[config.mk]
export PLATFORM = sky130hd
export DESIGN_NAME = lhcf_fallback
export DESIGN_NICKNAME = d
export VERILOG_FILES = /design/src/lhcf_pkg.sv /design/src/lhcf_fallback.sv
export VERILOG_INCLUDE_DIRS = /design/src
export SDC_FILE = /design/constraint.sdc
export NUM_CORES = 1
export LEC_CHECK = 0
export BUFFER_PORTS_ARGS = -buffer_cell sky130_fd_sc_hd__buf_2
export CORE_MARGIN = 4
export CORE_UTILIZATION = 54
export DETAILED_ROUTE_END_ITERATION = 8
export GPL_TIMING_DRIVEN = 0
export HOLD_SLACK_MARGIN = 0.1
export PLACE_DENSITY = 0.78
export SYNTH_ARGS = -nofsm -noshare
export SYNTH_HDL_FRONTEND = slang
export SYNTH_SLANG_ARGS = --single-unit
[constraint.sdc]
create_clock -name sys_clk_i -period 2.2 [get_ports sys_clk_i]
set_input_delay 0.22 -clock sys_clk_i [delete_from_list [all_inputs] [get_ports sys_clk_i]]
set_output_delay 0.22 -clock sys_clk_i [all_outputs]
set_load 0.01 [all_outputs]
[src/lhcf_regs.svh]
// constants for the limp-home clock fallback controller
`ifndef LHCF_REGS_SVH
`define LHCF_REGS_SVH
`define LHCF_CNT_W       13
`define LHCF_MID_COUNT   13'h1000
`define LHCF_STOP_DLY    13'h1000
`define LHCF_CHECK_EVERY 14'h2000
`endif

[src/lhcf_pkg.sv]
// types for the limp-home clock fallback controller
package lhcf_pkg;
    typedef enum logic [2:0] {
        LHCF_POR,
        LHCF_IRST,
        LHCF_RUN,
        LHCF_STOP,
        LHCF_STOP_WAIT,
        LHCF_CMRST
    } lhcf_state_e;
endpackage

[src/lhcf_fallback.sv]
// limp-home clock fallback and stop recovery controller
`timescale 1ns/100ps
`include "lhcf_regs.svh"
module lhcf_fallback (
    input  wire logic sys_clk_i,            // timer/watchdog clock domain
    input  wire logic reset_i,              // any reset, sync active high
    input  wire logic clk_en_i,             // freezes all state when low
    input  wire logic por_i,                // power-on pulse, high while active
    input  wire logic ext_clk_present_i,    // clock monitor presence, async
    input  wire logic pll_supply_i,         // high when pll supply at core level
    input  wire logic special_mode_i,       // high in special operating modes
    input  wire logic clock_monitor_on_i,   // software monitor enable
    input  wire logic forced_clock_monitor_on_i, // software forced monitor enable
    input  wire logic fallback_disable_i,   // software fallback disable
    input  wire logic fallback_disable_we_i, // write strobe for disable bit
    input  wire logic clock_monitor_on_we_i, // write strobe for monitor bit
    input  wire logic bus_clock_from_pll_i, // software bus-from-pll select
    input  wire logic module_clock_select_i, // software module clock select
    input  wire logic auto_bw_i,            // automatic bandwidth control
    input  wire logic fallback_irq_enable_i, // change interrupt enable
    input  wire logic change_flag_clr_i,    // software clear of change flag
    input  wire logic stop_exit_delay_i,    // stop exit delay bit
    input  wire logic stop_req_i,           // stop instruction executed
    input  wire logic ext_reset_i,          // wake: external reset
    input  wire logic irq_pin_i,            // wake: maskable irq pin
    input  wire logic nonmaskable_irq_pin_i, // wake: nonmaskable irq pin
    input  wire logic key_wake_j_i,         // wake: port j key
    input  wire logic key_wake_h_i,         // wake: port h key
    input  wire logic can_wake_i,           // wake: can controller
    output logic      fallback_active_flag_o, // in fallback operation
    output logic      fallback_change_flag_o, // sticky change flag
    output logic      fallback_irq_o,       // change interrupt request
    output logic      pll_on_a_o,           // pll on control
    output logic      bus_clock_from_pll_o, // effective bus clock from pll
    output logic      module_clock_select_o, // effective module clock select
    output logic      base_system_clock_from_vco_min_o, // system clock from minimum vco
    output logic      modclk_from_pll_o,    // timer_watchdog_clock, debug, periph from pll source
    output logic      monitor_enable_o,     // effective clock monitor enable
    output logic      clock_monitor_on_o,   // stored monitor enable bit
    output logic      fallback_disable_o,   // stored fallback disable bit
    output logic      internal_reset_o,     // internal reset to the chip
    output logic      monitor_reset_o,      // clock monitor reset request
    output logic      stopped_o,            // chip held in stop
    output logic      pll_relock_o          // pll should relock after exit
);
    // state and stored values
    lhcf_pkg::lhcf_state_e state_q, state_d;
    logic [`LHCF_CNT_W-1:0] cnt_q;          // 13-stage counter
    logic       pres_s1_q, pres_s2_q;       // presence synchroniser
    logic       lh_q;                       // fallback active
    logic       chg_q;                      // change flag
    logic       cme_q, fallback_disable_q;             // stored control bits
    logic       bus_clock_from_pll_save_q, mcs_save_q;    // pre-loss selects
    logic       auto_save_q;                // pre-loss auto bit
    logic       relock_q;                   // relock request
    logic       stop_dly_q;                 // delay bit at stop entry

    // decoding
    wire mon_sw   = cme_q | forced_clock_monitor_on_i;
    wire mon_en   = lh_q | mon_sw;
    wire lh_allow = pll_supply_i & ~fallback_disable_q;
    wire mid_hit  = (cnt_q == `LHCF_MID_COUNT);
    wire present  = pres_s2_q;
    wire lost     = mon_en & ~present;
    wire wake     = ext_reset_i | irq_pin_i | nonmaskable_irq_pin_i |
                    key_wake_j_i | key_wake_h_i | can_wake_i;
    wire in_run   = (state_q == lhcf_pkg::LHCF_RUN);
    wire go_lh    = in_run & ~lh_q & lost & lh_allow;
    wire go_rst   = in_run & lost & ~lh_allow & mon_sw;
    wire chk_exit = in_run & lh_q & mid_hit & present;
    wire st_wait  = (state_q == lhcf_pkg::LHCF_STOP_WAIT);
    wire wait_end = st_wait & (~stop_dly_q | mid_hit);
    wire lh_set   = go_lh |
                    ((state_q == lhcf_pkg::LHCF_IRST) & mid_hit & ~present
                     & pll_supply_i & ~special_mode_i) |
                    (wait_end & ~present & lh_allow);
    wire lh_clr   = chk_exit | (wait_end & present);

    // next state
    always_comb begin
        state_d = state_q;
        case (state_q)
            lhcf_pkg::LHCF_POR: begin
                if (!por_i) state_d = lhcf_pkg::LHCF_IRST;
            end
            lhcf_pkg::LHCF_IRST: begin
                // static without a clock when pll supply grounded
                if (mid_hit && (present || (pll_supply_i && !special_mode_i)))
                    state_d = lhcf_pkg::LHCF_RUN;
            end
            lhcf_pkg::LHCF_RUN: begin
                if (go_rst) state_d = lhcf_pkg::LHCF_CMRST;
                else if (stop_req_i && (lh_allow || !mon_sw))
                    state_d = lhcf_pkg::LHCF_STOP;
                else if (stop_req_i) state_d = lhcf_pkg::LHCF_CMRST;
            end
            lhcf_pkg::LHCF_STOP: begin
                if (wake) state_d = lhcf_pkg::LHCF_STOP_WAIT;
            end
            lhcf_pkg::LHCF_STOP_WAIT: begin
                if (wait_end) state_d = lhcf_pkg::LHCF_RUN;
            end
            lhcf_pkg::LHCF_CMRST: begin
                // only external clock activity leaves this reset
                if (present) state_d = lhcf_pkg::LHCF_IRST;
            end
            default: state_d = lhcf_pkg::LHCF_POR;
        endcase
    end

    // state register and counter
    always_ff @(posedge sys_clk_i) begin
        if (reset_i) begin
            state_q <= lhcf_pkg::LHCF_POR;
            cnt_q   <= '0;
        end else if (clk_en_i) begin
            state_q <= state_d;
            if (state_d != state_q) cnt_q <= '0;
            else cnt_q <= cnt_q + 13'h0001;
        end
    end

    // presence synchroniser
    always_ff @(posedge sys_clk_i) begin
        if (reset_i) begin
            pres_s1_q <= 1'b0;
            pres_s2_q <= 1'b0;
        end else if (clk_en_i) begin
            pres_s1_q <= ext_clk_present_i;
            pres_s2_q <= pres_s1_q;
        end
    end

    // control bits, set by every reset
    always_ff @(posedge sys_clk_i) begin
        if (reset_i) begin
            cme_q   <= 1'b1;
            fallback_disable_q <= 1'b0;
        end else if (clk_en_i) begin
            if (state_q == lhcf_pkg::LHCF_CMRST) begin
                // the monitor reset is a reset as well, so it restores both bits
                cme_q   <= 1'b1;
                fallback_disable_q <= 1'b0;
            end else begin
                if (clock_monitor_on_we_i) cme_q <= clock_monitor_on_i;
                if (fallback_disable_we_i) fallback_disable_q <= fallback_disable_i;
            end
        end
    end

    // fallback flag, change flag and saved selects
    always_ff @(posedge sys_clk_i) begin
        if (reset_i) begin
            lh_q        <= 1'b0;
            chg_q       <= 1'b0;
            bus_clock_from_pll_save_q <= 1'b0;
            mcs_save_q  <= 1'b0;
            auto_save_q <= 1'b0;
            relock_q    <= 1'b0;
            stop_dly_q  <= 1'b0;
        end else if (clk_en_i) begin
            if (lh_set) lh_q <= 1'b1;
            else if (lh_clr) lh_q <= 1'b0;
            // set wins over a clear in the same cycle
            if ((lh_set & ~lh_q) | (lh_clr & lh_q)) chg_q <= 1'b1;
            else if (change_flag_clr_i) chg_q <= 1'b0;
            if (lh_set & ~lh_q) begin
                bus_clock_from_pll_save_q <= bus_clock_from_pll_i;
                mcs_save_q  <= module_clock_select_i;
                auto_save_q <= auto_bw_i;
            end
            // software may drop the pll select while in fallback
            if (lh_q) bus_clock_from_pll_save_q <= bus_clock_from_pll_i;
            relock_q <= lh_clr & lh_q & auto_save_q & bus_clock_from_pll_save_q;
            if (stop_req_i && in_run) stop_dly_q <= stop_exit_delay_i;
        end
    end

    // registered outputs
    always_ff @(posedge sys_clk_i) begin
        if (reset_i) begin
            fallback_active_flag_o <= 1'b0;
            fallback_change_flag_o <= 1'b0;
            fallback_irq_o         <= 1'b0;
            pll_on_a_o             <= 1'b1;
            bus_clock_from_pll_o   <= 1'b0;
            module_clock_select_o  <= 1'b0;
            base_system_clock_from_vco_min_o  <= 1'b0;
            modclk_from_pll_o      <= 1'b0;
            monitor_enable_o       <= 1'b1;
            clock_monitor_on_o     <= 1'b1;
            fallback_disable_o     <= 1'b0;
            internal_reset_o       <= 1'b1;
            monitor_reset_o        <= 1'b0;
            stopped_o              <= 1'b0;
            pll_relock_o           <= 1'b0;
        end else if (clk_en_i) begin
            fallback_active_flag_o <= lh_q;
            fallback_change_flag_o <= chg_q;
            fallback_irq_o         <= chg_q & fallback_irq_enable_i;
            pll_on_a_o             <= lh_q | pll_supply_i;
            bus_clock_from_pll_o   <= lh_q | (relock_q | bus_clock_from_pll_save_q)
                                      & bus_clock_from_pll_i;
            module_clock_select_o  <= lh_q ? 1'b0 : module_clock_select_i;
            base_system_clock_from_vco_min_o  <= lh_q;
            modclk_from_pll_o      <= lh_q;
            monitor_enable_o       <= mon_en;
            clock_monitor_on_o     <= cme_q;
            fallback_disable_o     <= fallback_disable_q;
            internal_reset_o       <= (state_q == lhcf_pkg::LHCF_POR) |
                                      (state_q == lhcf_pkg::LHCF_IRST) |
                                      (state_q == lhcf_pkg::LHCF_CMRST);
            monitor_reset_o        <= (state_q == lhcf_pkg::LHCF_CMRST);
            stopped_o              <= (state_q == lhcf_pkg::LHCF_STOP) | st_wait;
            pll_relock_o           <= relock_q;
        end
    end

    // checks
    AST_INTRST_END: assert property (@(posedge sys_clk_i) disable iff (reset_i)
        clk_en_i && state_q == lhcf_pkg::LHCF_IRST && mid_hit && present
        |=> state_q == lhcf_pkg::LHCF_RUN)
        else $error("internal reset did not end at mid count");
    AST_LH_ENTER: assert property (@(posedge sys_clk_i) disable iff (reset_i)
        clk_en_i && go_lh |=> lh_q)
        else $error("fallback not entered on clock loss");
    AST_CM_RESET: assert property (@(posedge sys_clk_i) disable iff (reset_i)
        clk_en_i && go_rst |=> state_q == lhcf_pkg::LHCF_CMRST && !lh_q)
        else $error("monitor reset not taken");
    AST_FORCE: assert property (@(posedge sys_clk_i) disable iff (reset_i)
        clk_en_i && lh_q |=> bus_clock_from_pll_o && pll_on_a_o && !module_clock_select_o)
        else $error("fallback selects not forced");
    AST_FLAG: assert property (@(posedge sys_clk_i) disable iff (reset_i)
        clk_en_i |=> fallback_active_flag_o == $past(lh_q))
        else $error("active flag mismatch");
    AST_CHANGE: assert property (@(posedge sys_clk_i) disable iff (reset_i)
        clk_en_i && $changed(lh_q) |-> chg_q)
        else $error("change flag not set on flag change");
    AST_MON_ON: assert property (@(posedge sys_clk_i) disable iff (reset_i)
        lh_q |-> mon_en)
        else $error("monitor off in fallback");
    AST_CHECK_ONLY_MID: assert property (@(posedge sys_clk_i) disable iff (reset_i)
        clk_en_i && in_run && lh_q && !mid_hit |=> lh_q)
        else $error("fallback left away from check point");
    AST_EXIT: assert property (@(posedge sys_clk_i) disable iff (reset_i)
        clk_en_i && chk_exit |=> !lh_q && chg_q)
        else $error("fallback not left on clock return");
    AST_STOP_DLY: assert property (@(posedge sys_clk_i) disable iff (reset_i)
        clk_en_i && st_wait && stop_dly_q && !mid_hit |=> st_wait)
        else $error("stop delay ended early");
    AST_MRST_BITS: assert property (@(posedge sys_clk_i) disable iff (reset_i)
        clk_en_i && state_q == lhcf_pkg::LHCF_CMRST |=> cme_q && !fallback_disable_q)
        else $error("monitor reset kept control bits");
endmodule

==> qor.yml <==
worst_setup_path:
  arrival_ns: 2.21
  crit_slowest_cell: "dfxtp_1"
  path_buf_inv: 2
  cp-start-kind: "flip-flop"
  crit_fanout: 10
  path_cells: "inv_1 > ha_1 > nor4b_2 > and3_4 > a311o_1 > and3_4 > buf_8 > nor3_2"
  cpMostUsedCell: "and3_4"
  critPathKind: "reg2reg"
  critical_path.top_delay_family: "simple AND/OR/NAND/NOR gates"
  slowest_delay_ns: 0.44
  end_kind: "flip-flop"
  cp.required_ns: 2.42
timing:
  finalCritPeriodShare_pct: 90.5
  fin_skew_ns: 0.00501
  finalHoldViolCount: 0
  setup_ws_ns: 0.210
  fmax_mhz: 502
  setup_viol: 0
  min_period_ns: 1.99
  relSlewSlack_pct: 52.9
  fin_setup_tns_ns: 0
  holdWs_ns: 0.169
  drv_slew: 0
  rsz0062_at_grt: "false"
  tightest_slew_ns: 0.707
detailed_routing:
  wl_met2_um: 2170
  drt-total-wl_um: 4950
  drt_iter0_markers: 180
  viasPerCell: 5.72
  drc: 0
  wl_per_cell_um: 15.4
  highest_layer: "met4"
  met1_length_um: 2300
  wl_met3_um: 407
  dr.pass1.iters: 4
  vias: 1837
  ant_nets: 0
cells_and_area:
  n_antenna_cell: 0
  final_common_cell: "buf_2"
  fin_nets: 299
  regMostFlops: "cnt_q"
  top_regs: "cnt_q (13), state_q (3)"
  drive_gt1_share_pct: 27.5
  n_fill_cell: 328
  mostFrequentLayoutCells: "buf_2 (42), dfxtp_1 (39), nand2_1 (19)"
  utilization_pct: 65.2
  largest_reg_flops: 13
  syn2layout_area_growth_pct: 16.1
power:
  swShare_pct: 27.5
  power.leakage_nw: 0.974
  pwr-share-comb_pct: 15.2
  seq_power_share_pct: 52.0
  p_per_area_mw_per_mm2: 603
  pwr-share-clk_pct: 32.8
  switching_power_w: 0.000396
  peakVddDrop_mv: 0.467
  internal_power_w: 0.00104
cts:
  cts_buffer_depth: 2
  postCtsResizedCells: 0
  cts_max_level: 2
  cts_num_sinks: 39
  path_clk_slew_ns: 0.08
  root_buffer: "clkbuf_8"
  cts-buffers-inserted: 5
  hold_buffers: 0
  insertion_delay_ns: 0.29
  cts_setup_buffers: 0
  cts_tree: "yes"
synthesis:
  synth_edf_count: 0
  synth.distinct_cells: 54
  async_flop_share_pct: 0
  ys_ff_latch: 39
  synth_ff_type: "dfxtp_1"
  synth_nets: 254
  syn_area_mm2: 0.00205
  syn_area_per_cell_um2: 9.05
  syn_inst: 227
  synth-warning-count: 0
  synth-seq-area-share_pct: 38.0
placement:
  place_congestion: 0.913
  io_buffers: 38
  dp_hpwl_um: 3580
  dpl_worst_slack_ns: 0.228
die:
  top_level_ports: 40
  start_util_pct: 56.1
  die_y_um: 69.7
  dieArea_mm2: 0.00486
  design.core.area_mm2: 0.00366
  die_w_um: 69.7
  fp-row-count: 22
global_routing:
  grt_pass1_wl_um: 8390
  grt_usage_pct: 21.0
  grt_pass1_vias: 1803
  antenna_found_initial: 0
  grt_max_degree: 12
  overflow: 0
min_path:
  hold_class: "in2reg"
flow_run:
  maxCapViolCount: 0
run_status:
  outcome: "finished, final reports clean"
## power by group through the flow
stage / registers (W) / logic, W / clock network (W)
2_1_floorplan: 0.000762 / 0.000146 / 0
3_3_place_gp: 0.000762 / 0.000212 / 0
3_5_place_dp: 0.000764 / 0.000214 / 0
4_1_cts: 0.000747 / 0.000216 / 0.000478
5_1_grt: 0.000751 / 0.000239 / 0.000504
6_report: 0.000748 / 0.000218 / 0.000472
## per-layer routing
layer  GRT usage [%]  vias up
met5               0        -
met1            29.1      856
met2            31.7       70
li1                -      904
met4            8.30        0
met3            4.78        7
## path summary, 6_finish.rpt
path / start / end / slack (ns) / cells past startpoint
setup / recovery: cnt_q[0] / cnt_q[7] / 0.21 / 8
hold / removal: auto_bw_i / auto_save_q / 0.17 / 3
setup reg to reg: cnt_q[0] / cnt_q[7] / 0.21 / 8
hold reg to reg: fallback_irq_o / fallback_irq_o / 0.47 / 2
## worst min-delay path: stages
cell	delay, ns
buf_2	0.09
nand2_1	0.04
mux2i_1	0.05
## per-stage QoR
step,instance area [um2],total power [W],instances
5_1_grt,2390,0.00149,321
4_1_cts,2390,0.00144,321
2_1_floorplan,2050,0.000908,227
3_3_place_gp,2300,0.000975,313
6_report,2390,0.00144,321
3_5_place_dp,2300,0.000978,313
## cells in the mapped netlist (4+ instances only)
master,instances,area (um2)
nand4_1,5,31.3
nor2b_1,4,25.0
a21oi_1,9,45.0
nand2_1,19,71.3
nor2_1,18,67.6
dfxtp_1,39,781
inv_1,8,30.0
nor3_2,10,100
mux2i_1,11,110
xor2_1,10,87.6
buf_2,4,20.0
nand3_1,10,50.1
o21ai_0,7,35.0
a31oi_1,5,31.3
nor3_1,4,20.0
## cells by family (layout without fill, tap and decap cells)
family,after synthesis,after routing,share of synthesized area (%)
AO/OA/AOI/OAI,41,41,13.8
XOR/XNOR,12,12,5.12
adder cells (fa/ha/maj),2,2,1.22
buffers and inverters,24,70,6.27
flip-flops,39,39,38.0
multiplexers,11,11,5.36
AND/OR/NAND/NOR,98,98,30.2
## layout make-up
| class | count | area, um2 | share of cell area, % |
|---|---|---|---|
| Multi-Input combinational cell | 164 | 1140 | 48.0 |
| Sequential cell | 39 | 781 | 32.7 |
| Timing Repair Buffer | 38 | 190 | 7.97 |
| Buffer | 15 | 95.1 | 3.99 |
| Clock buffer | 7 | 76.3 | 3.20 |
| Tap cell | 48 | 60.1 | 2.52 |
| Inverter | 9 | 33.8 | 1.42 |
| Clock inverter | 1 | 5.00 | 0.210 |
(Power assumes the default switching activity.)
